`src/rtl/hsem_regs.vh`:
```
`ifndef HSEM_REGS_VH
`define HSEM_REGS_VH

// ==========================================================
// Register offsets (byte addresses, low 8 address bits)
`define HSEM_OFS_DIODE_COND   8'h00
`define HSEM_OFS_DIODE_RISE   8'h04
`define HSEM_OFS_DIODE_FALL   8'h08
`define HSEM_OFS_DIODE_EVT    8'h0c
`define HSEM_OFS_DIODE_MASK   8'h10
`define HSEM_OFS_COOL_COND    8'h14
`define HSEM_OFS_COOL_RISE    8'h18
`define HSEM_OFS_COOL_FALL    8'h1c
`define HSEM_OFS_COOL_EVT     8'h20
`define HSEM_OFS_COOL_MASK    8'h24
`define HSEM_OFS_STD_EVT      8'h28
`define HSEM_OFS_STD_MASK     8'h2c
`define HSEM_OFS_STATUS_BYTE  8'h30
`define HSEM_OFS_SRQ_MASK     8'h34
`define HSEM_OFS_LAST_CMD_ERR 8'h38
`define HSEM_OFS_COMMAND      8'h3c

// ==========================================================
// Address and write-data fields
`define HSEM_ADDR_BITSEL      8
`define HSEM_ADDR_IDX_LO      9
`define HSEM_ADDR_IDX_HI      12
`define HSEM_WD_BITWR         31
`define HSEM_WD_IDX_LO        8
`define HSEM_WD_IDX_HI        11
`define HSEM_WD_VAL           0
`define HSEM_CMD_CLS          0

// ==========================================================
// Status byte layout
`define HSEM_SB_COOL          0
`define HSEM_SB_DIODE         1
`define HSEM_SB_IDLE          3
`define HSEM_SB_MAV           4
`define HSEM_SB_ESB           5
`define HSEM_SB_MSS           6

// ==========================================================
// Standard event bits and defined-bit mask
`define HSEM_STD_CME          5
`define HSEM_STD_DEFINED      8'h3d
`define HSEM_SRQ_WRITABLE     8'hbf

// ==========================================================
// Command error codes and reset values
`define HSEM_ERR_NONE         4'h0
`define HSEM_ERR_ILLEGAL_SET  4'h4
`define HSEM_ERR_BAD_HEX      4'hd
`define HSEM_ERR_UNKNOWN_TOK  4'he
`define HSEM_RST_ZERO16       16'h0000
`define HSEM_RST_ZERO8        8'h00

`endif

```
`src/rtl/hsem_top.v`:
```
`timescale 1ns/1ps
`include "hsem_regs.vh"

// ==========================================================
// Sticky event latch, set wins over clear
module hsem_evt #(
  parameter W = 16
) (
  // Clock and reset
  input  wire         mclk,
  input  wire         resetn,
  // Set and clear vectors
  input  wire [W-1:0] set_v,
  input  wire [W-1:0] clr_v,
  // Latch contents
  output wire [W-1:0] q
);

  reg [W-1:0] lat_q;
  wire [W-1:0] lat_d;

  // Hold, clear on read, then set on top
  assign lat_d = (lat_q & ~clr_v) | set_v;

  // Latch register
  always @(posedge mclk) begin
    if (!resetn) begin
      lat_q <= {W{1'b0}};
    end else begin
      lat_q <= lat_d;
    end
  end

  assign q = lat_q;

endmodule

// ==========================================================
// Status model top
module hsem_top #(
  parameter DW = 16,
  parameter SW = 8
) (
  // Clock and reset
  input  wire          mclk,
  input  wire          resetn,
  // Register port
  input  wire [12:0]   addr,
  input  wire [31:0]   wdata,
  input  wire          wr,
  input  wire          rd,
  output wire [31:0]   rdata,
  // Live condition flags
  input  wire [DW-1:0] diode_cond,
  input  wire [DW-1:0] cooler_cond,
  // Standard event sources
  input  wire [SW-1:0] std_event_set,
  // Command parser error reports
  input  wire          set_on_query,
  input  wire          hex_block_bad,
  input  wire          token_unknown,
  input  wire          cmd_err_valid,
  input  wire [3:0]    cmd_err_code,
  // Interface condition bits
  input  wire          parser_idle,
  input  wire          msg_available,
  // Service request and status byte
  output wire          service_request,
  output wire [SW-1:0] status_byte
);

  // ========================================================
  // Declarations
  reg  [31:0]   rdata_q;
  reg  [DW-1:0] diode_cond_q;
  reg  [DW-1:0] cooler_cond_q;
  reg  [DW-1:0] diode_rise_select_q;
  reg  [DW-1:0] diode_fall_select_q;
  reg  [DW-1:0] diode_event_mask_q;
  reg  [DW-1:0] cooler_rise_select_q;
  reg  [DW-1:0] cooler_fall_select_q;
  reg  [DW-1:0] cooler_event_mask_q;
  reg  [SW-1:0] std_event_mask_q;
  reg  [SW-1:0] service_request_mask_q;
  reg  [3:0]    last_command_error_q;
  reg  [3:0]    last_command_error_d;
  reg           srq_q;
  reg  [SW-1:0] sb_q;
  reg  [15:0]   rd_val;
  reg  [DW-1:0] diode_clr;
  reg  [DW-1:0] cooler_clr;
  reg  [SW-1:0] std_clr;
  reg  [31:0]   rdata_d;

  wire [7:0]    ofs;
  wire          bit_rd;
  wire [3:0]    rd_idx;
  wire          bit_wr;
  wire [3:0]    wr_idx;
  wire          cls;
  wire          err_any;
  wire [DW-1:0] diode_rise;
  wire [DW-1:0] diode_fall;
  wire [DW-1:0] cooler_rise;
  wire [DW-1:0] cooler_fall;
  wire [DW-1:0] diode_event_latch;
  wire [DW-1:0] cooler_event_latch;
  wire [SW-1:0] standard_event_latch;
  wire [SW-1:0] std_set;
  wire [SW-1:0] sb_live;
  wire          master_summary_bit;
  wire [15:0]   std_mask_upd;
  wire [15:0]   srq_mask_upd;

  // ========================================================
  // Address and write-data fields
  assign ofs    = addr[7:0];
  assign bit_rd = addr[`HSEM_ADDR_BITSEL];
  assign rd_idx = addr[`HSEM_ADDR_IDX_HI:`HSEM_ADDR_IDX_LO];
  assign bit_wr = wdata[`HSEM_WD_BITWR];
  assign wr_idx = wdata[`HSEM_WD_IDX_HI:`HSEM_WD_IDX_LO];

  // Clear-status command strobe
  assign cls = wr && (ofs == `HSEM_OFS_COMMAND) && wdata[`HSEM_CMD_CLS];

  // Whole write, or one indexed bit set to a value
  function [15:0] upd;
    input [15:0] old;
    input        bw;
    input [3:0]  idx;
    input [15:0] wd;
    reg   [15:0] tmp;
    begin
      tmp = old;
      if (bw) begin
        tmp[idx] = wd[`HSEM_WD_VAL];
      end else begin
        tmp = wd;
      end
      upd = tmp;
    end
  endfunction
  // Byte masks after a write, bits above the byte dropped
  assign std_mask_upd = upd({8'h00, std_event_mask_q}, bit_wr, wr_idx, wdata[15:0]);
  assign srq_mask_upd = upd({8'h00, service_request_mask_q}, bit_wr, wr_idx, wdata[15:0]);

  // ========================================================
  // Condition sampling and edge selection
  always @(posedge mclk) begin
    if (!resetn) begin
      diode_cond_q  <= `HSEM_RST_ZERO16;
      cooler_cond_q <= `HSEM_RST_ZERO16;
    end else begin
      diode_cond_q  <= diode_cond;
      cooler_cond_q <= cooler_cond;
    end
  end

  // Rising and falling edges of each flag
  assign diode_rise  = diode_cond & ~diode_cond_q;
  assign diode_fall  = ~diode_cond & diode_cond_q;
  assign cooler_rise = cooler_cond & ~cooler_cond_q;
  assign cooler_fall = ~cooler_cond & cooler_cond_q;

  // ========================================================
  // Event latches
  hsem_evt #(
    .W (DW)
  ) u_diode_evt (
    .mclk   (mclk),
    .resetn (resetn),
    .set_v  ((diode_rise & diode_rise_select_q) | (diode_fall & diode_fall_select_q)),
    .clr_v  (diode_clr),
    .q      (diode_event_latch)
  );
  hsem_evt #(
    .W (DW)
  ) u_cooler_evt (
    .mclk   (mclk),
    .resetn (resetn),
    .set_v  ((cooler_rise & cooler_rise_select_q) | (cooler_fall & cooler_fall_select_q)),
    .clr_v  (cooler_clr),
    .q      (cooler_event_latch)
  );

  // Command errors also flag the standard latch
  assign err_any = set_on_query | hex_block_bad | token_unknown | cmd_err_valid;
  assign std_set = (std_event_set | ({{(SW-1){1'b0}}, err_any} << `HSEM_STD_CME)) & `HSEM_STD_DEFINED;

  hsem_evt #(
    .W (SW)
  ) u_std_evt (
    .mclk   (mclk),
    .resetn (resetn),
    .set_v  (std_set),
    .clr_v  (std_clr),
    .q      (standard_event_latch)
  );

  // Clear vectors from reads and clear-status
  always @* begin
    diode_clr  = {DW{1'b0}};
    cooler_clr = {DW{1'b0}};
    std_clr    = {SW{1'b0}};
    if (rd && (ofs == `HSEM_OFS_DIODE_EVT)) begin
      diode_clr = bit_rd ? ({{(DW-1){1'b0}}, 1'b1} << rd_idx) : {DW{1'b1}};
    end
    if (rd && (ofs == `HSEM_OFS_COOL_EVT)) begin
      cooler_clr = bit_rd ? ({{(DW-1){1'b0}}, 1'b1} << rd_idx) : {DW{1'b1}};
    end
    if (rd && (ofs == `HSEM_OFS_STD_EVT)) begin
      std_clr = bit_rd ? ({{(SW-1){1'b0}}, ~rd_idx[3]} << rd_idx[2:0]) : {SW{1'b1}};
    end
    if (cls) begin
      diode_clr  = {DW{1'b1}};
      cooler_clr = {DW{1'b1}};
      std_clr    = {SW{1'b1}};
    end
  end

  // ========================================================
  // Select and mask registers
  always @(posedge mclk) begin
    if (!resetn) begin
      diode_rise_select_q    <= `HSEM_RST_ZERO16;
      diode_fall_select_q    <= `HSEM_RST_ZERO16;
      diode_event_mask_q     <= `HSEM_RST_ZERO16;
      cooler_rise_select_q   <= `HSEM_RST_ZERO16;
      cooler_fall_select_q   <= `HSEM_RST_ZERO16;
      cooler_event_mask_q    <= `HSEM_RST_ZERO16;
      std_event_mask_q       <= `HSEM_RST_ZERO8;
      service_request_mask_q <= `HSEM_RST_ZERO8;
    end else if (wr) begin
      case (ofs)
        `HSEM_OFS_DIODE_RISE: begin
          diode_rise_select_q <= upd(diode_rise_select_q, bit_wr, wr_idx, wdata[15:0]);
        end
        `HSEM_OFS_DIODE_FALL: begin
          diode_fall_select_q <= upd(diode_fall_select_q, bit_wr, wr_idx, wdata[15:0]);
        end
        `HSEM_OFS_DIODE_MASK: begin
          diode_event_mask_q <= upd(diode_event_mask_q, bit_wr, wr_idx, wdata[15:0]);
        end
        `HSEM_OFS_COOL_RISE: begin
          cooler_rise_select_q <= upd(cooler_rise_select_q, bit_wr, wr_idx, wdata[15:0]);
        end
        `HSEM_OFS_COOL_FALL: begin
          cooler_fall_select_q <= upd(cooler_fall_select_q, bit_wr, wr_idx, wdata[15:0]);
        end
        `HSEM_OFS_COOL_MASK: begin
          cooler_event_mask_q <= upd(cooler_event_mask_q, bit_wr, wr_idx, wdata[15:0]);
        end
        `HSEM_OFS_STD_MASK: std_event_mask_q <= std_mask_upd[SW-1:0];
        `HSEM_OFS_SRQ_MASK: service_request_mask_q <= srq_mask_upd[SW-1:0] & `HSEM_SRQ_WRITABLE;
        default: ;
      endcase
    end
  end

  // ========================================================
  // Last command error, report wins over a clearing read
  always @* begin
    last_command_error_d = last_command_error_q;
    if (set_on_query) begin
      last_command_error_d = `HSEM_ERR_ILLEGAL_SET;
    end else if (hex_block_bad) begin
      last_command_error_d = `HSEM_ERR_BAD_HEX;
    end else if (token_unknown) begin
      last_command_error_d = `HSEM_ERR_UNKNOWN_TOK;
    end else if (cmd_err_valid) begin
      last_command_error_d = cmd_err_code;
    end else if (rd && (ofs == `HSEM_OFS_LAST_CMD_ERR)) begin
      last_command_error_d = `HSEM_ERR_NONE;
    end
  end
  always @(posedge mclk) begin
    if (!resetn) begin
      last_command_error_q <= `HSEM_ERR_NONE;
    end else begin
      last_command_error_q <= last_command_error_d;
    end
  end
  // ========================================================
  // Status byte and service request
  assign sb_live[`HSEM_SB_COOL]  = |(cooler_event_latch & cooler_event_mask_q);
  assign sb_live[`HSEM_SB_DIODE] = |(diode_event_latch & diode_event_mask_q);
  assign sb_live[2]              = 1'b0;
  assign sb_live[`HSEM_SB_IDLE]  = parser_idle;
  assign sb_live[`HSEM_SB_MAV]   = msg_available;
  assign sb_live[`HSEM_SB_ESB]   = |(standard_event_latch & std_event_mask_q);
  assign sb_live[`HSEM_SB_MSS]   = master_summary_bit;
  assign sb_live[7]              = 1'b0;

  // Mask bit 6 is held at zero, so no loop through the summary
  assign master_summary_bit = |(sb_live[5:0] & service_request_mask_q[5:0]) |
                              (sb_live[7] & service_request_mask_q[7]);
  // Registered status byte and request line
  always @(posedge mclk) begin
    if (!resetn) begin
      sb_q  <= `HSEM_RST_ZERO8;
      srq_q <= 1'b0;
    end else begin
      sb_q  <= sb_live;
      srq_q <= master_summary_bit;
    end
  end
  assign service_request = srq_q;
  assign status_byte     = sb_q;

  // ========================================================
  // Read multiplexer
  always @* begin
    case (ofs)
      `HSEM_OFS_DIODE_COND:   rd_val = diode_cond;
      `HSEM_OFS_DIODE_RISE:   rd_val = diode_rise_select_q;
      `HSEM_OFS_DIODE_FALL:   rd_val = diode_fall_select_q;
      `HSEM_OFS_DIODE_EVT:    rd_val = diode_event_latch;
      `HSEM_OFS_DIODE_MASK:   rd_val = diode_event_mask_q;
      `HSEM_OFS_COOL_COND:    rd_val = cooler_cond;
      `HSEM_OFS_COOL_RISE:    rd_val = cooler_rise_select_q;
      `HSEM_OFS_COOL_FALL:    rd_val = cooler_fall_select_q;
      `HSEM_OFS_COOL_EVT:     rd_val = cooler_event_latch;
      `HSEM_OFS_COOL_MASK:    rd_val = cooler_event_mask_q;
      `HSEM_OFS_STD_EVT:      rd_val = {8'h00, standard_event_latch};
      `HSEM_OFS_STD_MASK:     rd_val = {8'h00, std_event_mask_q};
      `HSEM_OFS_STATUS_BYTE:  rd_val = {8'h00, sb_live};
      `HSEM_OFS_SRQ_MASK:     rd_val = {8'h00, service_request_mask_q};
      `HSEM_OFS_LAST_CMD_ERR: rd_val = {12'h000, last_command_error_q};
      default:                rd_val = 16'h0000;
    endcase
  end
  // Whole value, or one bit in bit 0
  always @* begin
    rdata_d = 32'h0000_0000;
    rdata_d[15:0] = bit_rd ? {15'h0000, rd_val[rd_idx]} : rd_val;
  end
  // Read data valid only in the cycle after the strobe
  always @(posedge mclk) begin
    if (!resetn || !rd) begin
      rdata_q <= 32'h0000_0000;
    end else begin
      rdata_q <= rdata_d;
    end
  end
  assign rdata = rdata_q;

endmodule

```
`config.mk`:
```
export PLATFORM = sky130hd
export DESIGN_NAME = hsem_top
export DESIGN_NICKNAME = d
export VERILOG_FILES = /design/src/rtl/hsem_top.v
export VERILOG_INCLUDE_DIRS = /design/src /design/src/rtl
export SDC_FILE = /design/constraint.sdc
export NUM_CORES = 1
export LEC_CHECK = 0
export BUFFER_PORTS_ARGS = -buffer_cell sky130_fd_sc_hd__clkbuf_2
export CELL_PAD_IN_SITES_DETAIL_PLACEMENT = 1
export CELL_PAD_IN_SITES_GLOBAL_PLACEMENT = 2
export CORE_MARGIN = 5
export CORE_UTILIZATION = 37
export DETAILED_ROUTE_END_ITERATION = 8
export PLACE_DENSITY_LB_ADDON = 0.1
export SYNTH_ARGS = -nofsm -noshare
export SYNTH_HDL_FRONTEND = slang
export SYNTH_SLANG_ARGS = --single-unit
```
`constraint.sdc`:
```
create_clock -name mclk -period 6.9 [get_ports mclk]
set_input_delay 1.38 -clock mclk [delete_from_list [all_inputs] [get_ports mclk]]
set_output_delay 1.38 -clock mclk [all_outputs]
set_load 0.01 [all_outputs]
```
==> metrics.csv, run 1 <==
metric;value;unit
outcome;finished, final reports clean;
synth_top_area_frac;0.394;
ys_ff_latch;209;
syn_to_final_growth;14.3;%
yosysMostFrequentCell;dfxtp_1;
netlist_top_cells_area;dfxtp_1 (39%), o21ai_0 (7.2%), a21oi_1 (6.3%);
hold_path_class;flop to flop;
async_reset_ff_frac;0;
seq_area_frac_synth;0.394;
wl_per_cell;28.1;um
tightest_slew;1.39;ns
cp_max_fo;25;
die_h;179;um
fmax;221;MHz
insertion_delay;0.53;ns
layout_setup_ws;2.38;ns
pre_cts_slack;2.17;ns
tns;0;ns
coreArea;28500;um^2
slew_viol_final;0;
ant_nets;0;
max-slew-margin-rel;0.0734;
end_kind;flop;
reg2reg_depth;7;
grt_usage;0.297;
clk_path_buf_depth;3;
synth_ff_type;dfxtp_1;
grt_pass1_wl;73300;um
syn_area_per_cell;7.94;um^2
die_w;179;um
leakagePower;4.47;nW
yosysWarnings;0;
synth_edf_count;0;
gp_congestion;0.965;
drc;0;
holdPathStages;2;
die_area;32200;um^2
drtPass1Iterations;5;
boundaryPins;140;
cts_htree_levels;1;
start_util;0.372;
drive_above_1_share;0.136;
clk_pin_slew_worst_paths;0.06;ns
rsz0062_at_grt;no;
postSynthCellCount;1339;
finalSetupViolCount;0;
finalPower;2.81;mW
crit_required;7.30;ns
antenna_found_initial;1;
cts_resized;0;
drv_cap;0;
port_buffers;103;
reg2reg_from;u_cooler_evt.q[10]$_SDFF_PN0_;
fin_crit;4.52;ns
initialDrtViolationCount;1398;
r2r_setup_slack;4.22;ns
synth_area;10600;um^2
cts.sinks;209;
dp_hpwl;36000;um
synthTopCellsByCount;dfxtp_1 (209), nor2_1 (160), o21ai_0 (152);
hold_viol_final;0;
cts_tree;yes;
period_share;0.655;
fillCellCount;3491;
drt-total-wl;50300;um
grt_start_max_net_pins;103;
cp.arrival;4.91;ns
grt-ovfl-total;0;
rows;62;
fin_nets;1491;
irDropWorstVdd;0.208;mV
worstHoldStart;cooler_fall_select_q[2]$_SDFFE_PN0P_;
synth_top_cell_by_area;dfxtp_1;
fin_skew;0.0129;ns
min_to;cooler_fall_select_q[2]$_SDFFE_PN0P_;
power_density;231;nW/um^2
worst_setup_path_start_kind;input pin;
cts_made_buffers;24;
r2r-end;rdata[0]$_SDFF_PP0_;
post_cts_buffers;0;
clock-root-buffer;clkbuf_16;
worstSetupPathType;input pin to flop;
grt_pass1_vias;10900;
num_vias;11100;
synth.distinct_cells;73;
avgViaCountPerCell;6.18;
cts_hold_buf;0;
-- report_power, final --
| part | switching (mW) | internal (mW) | total (mW) |
|---|---|---|---|
| clock | 0.527 | 0.797 | 1.32 |
| combinational | 0.180 | 0.0737 | 0.254 |
| sequential | 0.0110 | 1.22 | 1.23 |
| total | 0.719 | 2.09 | 2.81 |
-- how the worst max path moves through the flow --
stage | slack [ns] | depth (start not counted) | startpoint | to
after floorplan | 3.57 | 9 | addr[3] | rdata[0]$_SDFF_PP0_
after CTS | 2.64 | 6 | addr[4] | cooler_fall_select_q[13]$_SDFFE_PN0P_
after global routing | 2.48 | 6 | addr[4] | cooler_fall_select_q[13]$_SDFFE_PN0P_
after detailed placement | 2.17 | 6 | addr[4] | cooler_fall_select_q[13]$_SDFFE_PN0P_
after global placement | 2.20 | 6 | addr[4] | cooler_fall_select_q[10]$_SDFFE_PN0P_
final | 2.38 | 6 | addr[4] | cooler_fall_select_q[13]$_SDFFE_PN0P_
-- cell families after synthesis --
group	Yosys count	synth area share
AO/OA/AOI/OAI	497	0.289
AND/OR/NAND/NOR	448	0.210
flip-flops	209	0.394
buffers and inverters	140	0.0609
multiplexers	44	0.0464
other	1	0.000353
-- state kept, by name, summed over array words and instances, names as in the netlist --
name	cells
diode_cond_q	16
std_event_mask_q	8
diode_event_mask_q	16
service_request	1
diode_rise_select_q	16
cooler_cond_q	16
last_command_error_q	4
rdata	16
cooler_fall_select_q	16
u_cooler_evt.q	16
cooler_event_mask_q	16
cooler_rise_select_q	16
status_byte	5
diode_fall_select_q	16
u_diode_evt.q	16
u_std_evt.q	8
service_request_mask_q	7
-- critical path, stage by stage --
cell and delay (ns):
clkbuf_2 0.65, nor4b_2 0.70, buf_4 0.40, nand3_1 1.04, o21ai_0 0.63, nor2_1 0.09
-- area by class of cell --
type	instances	area [um^2]	share of cell area
sequential	209	4180	0.345
timing repair buffer	126	691	0.0569
clock inverter	4	70.1	0.00577
antenna	2	5.00	0.000412
inverter	24	90.1	0.00742
tap	384	480	0.0396
clock buffer	37	731	0.0602
multi-input combinational	1007	5890	0.485
-- through the flow --
step	instances	cell area, um^2	hold slack [ns]	utilization
6_report	1793	12100	0.492	0.425
5_1_grt	1791	12100	0.522	0.425
2_1_floorplan	1356	10700	0.432	-
4_1_cts	1791	12100	0.497	0.425
3_3_place_gp	1750	11300	0.456	0.397
3_5_place_dp	1750	11300	0.479	0.397
-- layout by cell type, fill, tap and decap left out, types with 9 or more instances in the layout --
cell,n
a21boi_0,27
a21oi_1,134
a221oi_1,10
a22o_1,13
a22oi_1,24
a31oi_1,27
and2_1,41
and3_1,23
buf_4,24
clkbuf_16,25
clkbuf_2,102
conb_1,18
dfxtp_1,209
inv_1,24
mux2_2,12
mux2i_1,29
nand2_1,78
nand2b_1,13
nand3_1,47
nand3b_1,16
nor2_1,160
nor2b_1,16
nor3_1,12
o211ai_1,24
o21a_1,15
o21ai_0,152
o22a_1,9
-- metal layers --
metal / share of wire / wire length, um / global-route usage / vias to the layer above
met4: 0.046 / 2290 / 0.121 / 2
met3: 0.10 / 5080 / 0.0606 / 130
met1: 0.43 / 21800 / 0.420 / 5465
met5: 0.00026 / 13 / 0 / -
li1: - / - / - / 4925
met2: 0.42 / 21100 / 0.445 / 561
Note: power is estimated with default switching activity, not from simulation.
==> run 2: changes to the inputs <==
--- a/config.mk
+++ b/config.mk
@@ -10,7 +10,7 @@
 export CELL_PAD_IN_SITES_DETAIL_PLACEMENT = 1
 export CELL_PAD_IN_SITES_GLOBAL_PLACEMENT = 2
 export CORE_MARGIN = 5
-export CORE_UTILIZATION = 37
+export CORE_UTILIZATION = 34
 export DETAILED_ROUTE_END_ITERATION = 8
 export PLACE_DENSITY_LB_ADDON = 0.1
 export SYNTH_ARGS = -nofsm -noshare
==> constraint.sdc (replaced) <==
create_clock -name mclk -period 4.65 [get_ports mclk]
set_input_delay 0.93 -clock mclk [delete_from_list [all_inputs] [get_ports mclk]]
set_output_delay 0.93 -clock mclk [all_outputs]
set_load 0.01 [all_outputs]
==> run 2 against run 1 <==
Die area is 8.3% higher. Clock skew is 0.0033 ns higher. Combinational power is 43% higher. Global-route usage is 2.4 points lower. Utilization is 2.9 points lower. Worst setup slack worse by 0.88 ns. Non-clock buffer count is 4 higher. Critical endpoint is now rdata[0]$_SDFF_PP0_.
==> metrics.csv, run 2 (synthesis results as in run 1) <==
metric;value;unit;change
outcome;finished, final reports clean;;unchanged
drv_cap;0;;unchanged
internal_power;3.10;mW;was 2.09 mW
cts_hold_buf;0;;unchanged
cts_made_buffers;25;;was 24
initialDrtViolationCount;1045;;was 1398
crit_path_frequent_cell;a211oi_1;;
die_w;187;um;was 179 um
fin_crit;3.15;ns;
hold_path_class;flop to flop;;unchanged
die_h;187;um;was 179 um
net-switching-power;1.06;mW;was 0.719 mW
critPathSlowestCell;a211oi_1;;was nand3_1
r2r_setup_slack;2.26;ns;was 4.22 ns
hold_viol_final;0;;unchanged
drive_above_1_share;0.137;;was 0.136
utilization;0.397;;was 0.425
cp_max_fo;15;;was 25
reg2reg_depth;7;;unchanged
drt-total-wl;49800;um;was 50300 um
fin_nets;1496;;was 1491
rsz0062_at_grt;no;;unchanged
crit_path_cell_trace;clkbuf_2, buf_4, and2b_1, a2bb2oi_1, o22ai_1, a211oi_1, a211oi_1, a2111o_1, o2bb2ai_1;;was clkbuf_2, nor4b_2, buf_4, nand3_1, o21ai_0, nor2_1
pre_cts_slack;1.03;ns;was 2.17 ns
slowest_delay;0.49;ns;was 1.04 ns
grt_pass1_vias;10800;;was 10900
cts_resized;0;;unchanged
final_common_cell;dfxtp_1;;unchanged
period_share;0.677;;
clk_pin_slew_worst_paths;0.06;ns;about the same
r2r-end;rdata[0]$_SDFF_PP0_;;unchanged
clock-root-buffer;clkbuf_16;;unchanged
use_met3;0.0508;;was 0.0606
reg2reg_from;u_std_evt.q[3]$_SDFF_PN0_;;was u_cooler_evt.q[10]$_SDFF_PN0_
holdPathStages;2;;unchanged
worst_setup_path_start_kind;input pin;;unchanged
boundaryPins;140;;unchanged
top_usage_layer;met2;;unchanged
drtPass1Iterations;5;;unchanged
max-slew-margin-rel;0.201;;was 0.0734
layout_setup_ws;1.50;ns;was 2.38 ns
syn_to_final_growth;14.7;%;was 14.3%
finalSetupViolCount;0;;unchanged
cp.arrival;3.57;ns;was 4.91 ns
post_cts_buffers;0;;unchanged
cts_tree;yes;;unchanged
cts_htree_levels;1;;unchanged
seq_power_share;0.440;;was 0.439
slew_viol_final;0;;unchanged
grt_usage;0.274;;was 0.297
cp.depth;9;;was 6
design_area;12200;um^2;was 12100 um^2
start_util;0.346;;was 0.372
pwr-share-clk;0.472;;was 0.471
leakagePower;4.49;nW;was 4.47 nW
power_density;341;nW/um^2;was 231 nW/um^2
critPathTopFamily;compound AO/OA/AOI/OAI gates;;was simple AND/OR/NAND/NOR gates
instances_no_fill;1809;;was 1793
fin_skew;0.0162;ns;was 0.0129 ns
die_area;34900;um^2;was 32200 um^2
irDropWorstVdd;0.222;mV;was 0.208 mV
tightest_slew;1.19;ns;was 1.39 ns
antenna_found_initial;0;;was 1
num_vias;10900;;was 11100
insertedDiodeCount;0;;was 2
worstHoldStart;u_std_evt.q[1]$_SDFF_PN0_;;was cooler_fall_select_q[2]$_SDFFE_PN0P_
fmax;317;MHz;
ant_nets;0;;unchanged
port_buffers;103;;unchanged
grt_start_max_net_pins;187;;was 103
dp_hpwl;36700;um;was 36000 um
grt-ovfl-total;0;;unchanged
cp_num_buf_inv;2;;unchanged
avgViaCountPerCell;6.03;;was 6.18
insertion_delay;0.53;ns;about the same
gp_congestion;0.951;;was 0.965
tns;0;ns;unchanged
clk_path_buf_depth;3;;unchanged
drc;0;;unchanged
placed_area;11400;um^2;was 11300 um^2
p_comb_frac;0.087;;was 0.090
layout_common_cells;dfxtp_1 (209), nor2_1 (160), o21ai_0 (152);;unchanged
min_to;u_std_evt.q[1]$_SDFF_PN0_;;was cooler_fall_select_q[2]$_SDFFE_PN0P_
worstSetupPathType;input pin to flop;;unchanged
coreArea;30700;um^2;was 28500 um^2
use_met2;0.406;;was 0.445
finalPower;4.15;mW;was 2.81 mW
rows;64;;was 62
holdWs;0.477;ns;was 0.492 ns
crit_required;5.07;ns;was 7.30 ns
dp.cells;1766;;was 1750
use_met1;0.402;;was 0.420
grt_pass1_wl;72900;um;was 73300 um
end_kind;flop;;unchanged
wl_per_cell;27.5;um;was 28.1 um
swShare;0.254;;was 0.256
cts.sinks;209;;unchanged
[run 2: layout make-up]
type / count / area [um^2]
clock buffers: 39 / 728
clock inverters: 4 / 70.1
fillers: 3760 / 18600
inverters: 24 / 90.1
multi-input cells: 1007 / 5890
flip-flops and latches: 209 / 4180
well taps: 396 / 495
repair buffers: 130 / 733
[run 2: worst min-delay path: cells and delay by family (launching register included)]
family | cells | cell delay [ns]
DFF | 1 | 0.33
and+or+nand+nor | 1 | 0.07
AOI/OAI and AO/OA | 1 | 0.04
[run 2: worst max-delay path by stage]
| stage | end | start | slack, ns |
|---|---|---|---|
| finish | rdata[0]$_SDFF_PP0_ | addr[5] | 1.50 |
| global route | rdata[0]$_SDFF_PP0_ | addr[5] | 1.40 |
| CTS | rdata[0]$_SDFF_PP0_ | addr[5] | 1.58 |
| detailed placement | rdata[0]$_SDFF_PP0_ | addr[5] | 1.03 |
| global placement | rdata[0]$_SDFF_PP0_ | addr[5] | 1.01 |
| floorplan | rdata[0]$_SDFF_PP0_ | addr[3] | 1.77 |
[run 2: metal layers]
layer / up-vias / wire length [um]
li1: 4926 / -
met1: 5422 / 23300
met2: 476 / 21000
met3: 87 / 3940
met4: 0 / 1600
met5: - / 0
[run 2: power groups by stage]
| stage | combinational [mW] | clock [mW] | sequential, mW |
|---|---|---|---|
| 2_1_floorplan | 0.215 | 0 | 1.86 |
| 3_3_place_gp | 0.353 | 0 | 1.87 |
| 3_5_place_dp | 0.355 | 0 | 1.87 |
| 4_1_cts | 0.357 | 1.99 | 1.83 |
| 5_1_grt | 0.391 | 2.05 | 1.83 |
| 6_report | 0.362 | 1.96 | 1.83 |
==> run 3: changes to the inputs <==
==> constraint.sdc (replaced) <==
create_clock -name mclk -period 2.95 [get_ports mclk]
set_input_delay 0.59 -clock mclk [delete_from_list [all_inputs] [get_ports mclk]]
set_output_delay 0.59 -clock mclk [all_outputs]
set_load 0.01 [all_outputs]
==> run 3 against run 2 <==
Clock power increased by 49%. Worst hold slack got worse by 0.20 ns. Die area unchanged. Clock-buffer cell count decreased by 1. Global-route usage increased by 0.56 points.
==> metrics.csv, run 3 (synthesis results as in run 1) <==
metric;value;unit;change
reg2reg_from;diode_event_mask_q[6]$_SDFFE_PN0P_;;was u_std_evt.q[3]$_SDFF_PN0_
power_density;499;nW/um^2;was 341 nW/um^2
die_w;187;um;unchanged
layout_common_cells;dfxtp_1 (209), nor2_1 (160), o21ai_0 (152);;unchanged
holdWs;0.275;ns;was 0.477 ns
irDropWorstVdd;0.362;mV;was 0.222 mV
boundaryPins;140;;unchanged
drtPass1Iterations;5;;unchanged
insertedDiodeCount;0;;unchanged
crit_required;3.39;ns;was 5.07 ns
worstSetupStartpoint;addr[7];;was addr[5]
final_common_cell;dfxtp_1;;unchanged
cts_htree_levels;1;;unchanged
dp.cells;1856;;was 1766
worstSetupPathType;input pin to flop;;unchanged
insertion_delay;0.55;ns;was 0.53 ns
die_area;34900;um^2;unchanged
port_buffers;103;;unchanged
avgViaCountPerCell;5.87;;was 6.03
grt_usage;0.279;;was 0.274
crit_path_cell_trace;clkbuf_2, or4b_1, buf_4, nor2_4, a221o_1, a211oi_1, o31ai_1, a2111o_1, o2bb2ai_1;;was clkbuf_2, buf_4, and2b_1, a2bb2oi_1, o22ai_1, a211oi_1, a211oi_1, a2111o_1, o2bb2ai_1
grt_start_max_net_pins;68;;was 187
max-slew-margin-rel;0.366;;was 0.201
critPathCapture;rdata[0]$_SDFF_PP0_;;unchanged
drt-total-wl;50700;um;was 49800 um
leakagePower;4.95;nW;was 4.49 nW
start_util;0.346;;unchanged
cts_hold_buf;0;;unchanged
cts_tree;yes;;unchanged
ant_nets;0;;unchanged
finalSetupViolCount;0;;unchanged
r2r-end;rdata[0]$_SDFF_PP0_;;unchanged
coreArea;30700;um^2;unchanged
fin_nets;1586;;was 1496
clock-root-buffer;clkbuf_16;;unchanged
grt_pass1_wl;74500;um;was 72900 um
die_h;187;um;unchanged
rows;64;;unchanged
drive_above_1_share;0.190;;was 0.137
hold_viol_final;0;;unchanged
syn_to_final_growth;21.6;%;was 14.7%
fin_skew;0.0215;ns;was 0.0162 ns
worst_setup_path_start_kind;input pin;;unchanged
drc;0;;unchanged
tightest_slew;0.941;ns;was 1.19 ns
cp.arrival;2.85;ns;was 3.57 ns
num_vias;11100;;was 10900
outcome;finished, final reports clean;;unchanged
wl_per_cell;26.7;um;was 27.5 um
hold_path_class;input pin to flop;;was flop to flop
fin_crit;2.41;ns;
fmax;415;MHz;
tns;0;ns;unchanged
grt-ovfl-total;0;;unchanged
rsz0062_at_grt;no;;unchanged
slowest_delay;0.48;ns;was 0.49 ns
instances_no_fill;1899;;was 1809
gp_congestion;0.938;;was 0.951
cts_resized;0;;unchanged
worstHoldStart;hex_block_bad;;was u_std_evt.q[1]$_SDFF_PN0_
grt_pass1_vias;11000;;was 10800
dp_hpwl;39200;um;was 36700 um
reg2reg_depth;7;;unchanged
cts.sinks;209;;unchanged
critPathSlowestCell;a211oi_1;;unchanged
r2r_setup_slack;0.63;ns;was 2.26 ns
drv_cap;0;;unchanged
antenna_found_initial;0;;unchanged
period_share;0.818;;
clk_pin_slew_worst_paths;0.06;ns;about the same
utilization;0.420;;was 0.397
initialDrtViolationCount;923;;was 1045
end_kind;flop;;unchanged
post_cts_buffers;0;;unchanged
slew_viol_final;0;;unchanged
cp_max_fo;9;;was 15
clk_path_buf_depth;3;;unchanged
cts_made_buffers;25;;unchanged
[run 3: cell count changes in the layout (fill, tap and decap cells not counted), sizes merged]
cell / before / now
bufinv: 2 / 0
buf: 28 / 118
clkinv: 2 / 4
inv: 24 / 25
clkbuf: 141 / 140
[run 3: final cells by class]
class,count,area [um^2]
Multi-Input combinational cell,1007,5890
Clock buffer,38,724
Inverter,24,90.1
Clock inverter,5,32.5
Timing Repair Buffer,220,1510
Tap cell,396,495
Sequential cell,209,4180
Fill cell,3762,17800
[run 3: per-layer routing]
| metal | track usage | share of wire |
|---|---|---|
| met5 | 0 | 0 |
| met4 | 0.0552 | 0.018 |
| met3 | 0.0462 | 0.069 |
| met2 | 0.426 | 0.43 |
| met1 | 0.417 | 0.48 |
[run 3: stage by stage]
step / total power, mW / setup WS [ns] / cell area (um^2)
final: 6.45 / 0.538 / 12900
after global routing: 6.66 / 0.525 / 12900
after CTS: 6.50 / 0.606 / 12900
after detailed placement: 3.56 / 0.0305 / 12200
after global placement: 3.56 / 0.0800 / 12200
after floorplan: 3.27 / 0.405 / 10700
[run 3: report_power, final]
part	switching [mW]	internal, mW
Clock	1.25	1.68
Sequential	0.0258	2.86
Combinational	0.408	0.221
[run 3: worst min path at each step]
stage / depth (start not counted) / slack, ns / end
after global placement: 2 / 0.46 / u_std_evt.q[1]$_SDFF_PN0_
after CTS: 2 / 0.27 / last_command_error_q[1]$_SDFFE_PP0P_
after floorplan: 2 / 0.43 / last_command_error_q[3]$_SDFFE_PP0P_
final: 2 / 0.27 / last_command_error_q[1]$_SDFFE_PP0P_
after global routing: 2 / 0.29 / last_command_error_q[1]$_SDFFE_PP0P_
after detailed placement: 2 / 0.47 / u_std_evt.q[1]$_SDFF_PN0_
[run 3: critical path, delay by kind of cell]
| kind | cells | cell delay (ns) |
|---|---|---|
| buf+inv | 2 | 0.41 |
| compound gates | 5 | 1.59 |
| simple gates | 2 | 0.25 |
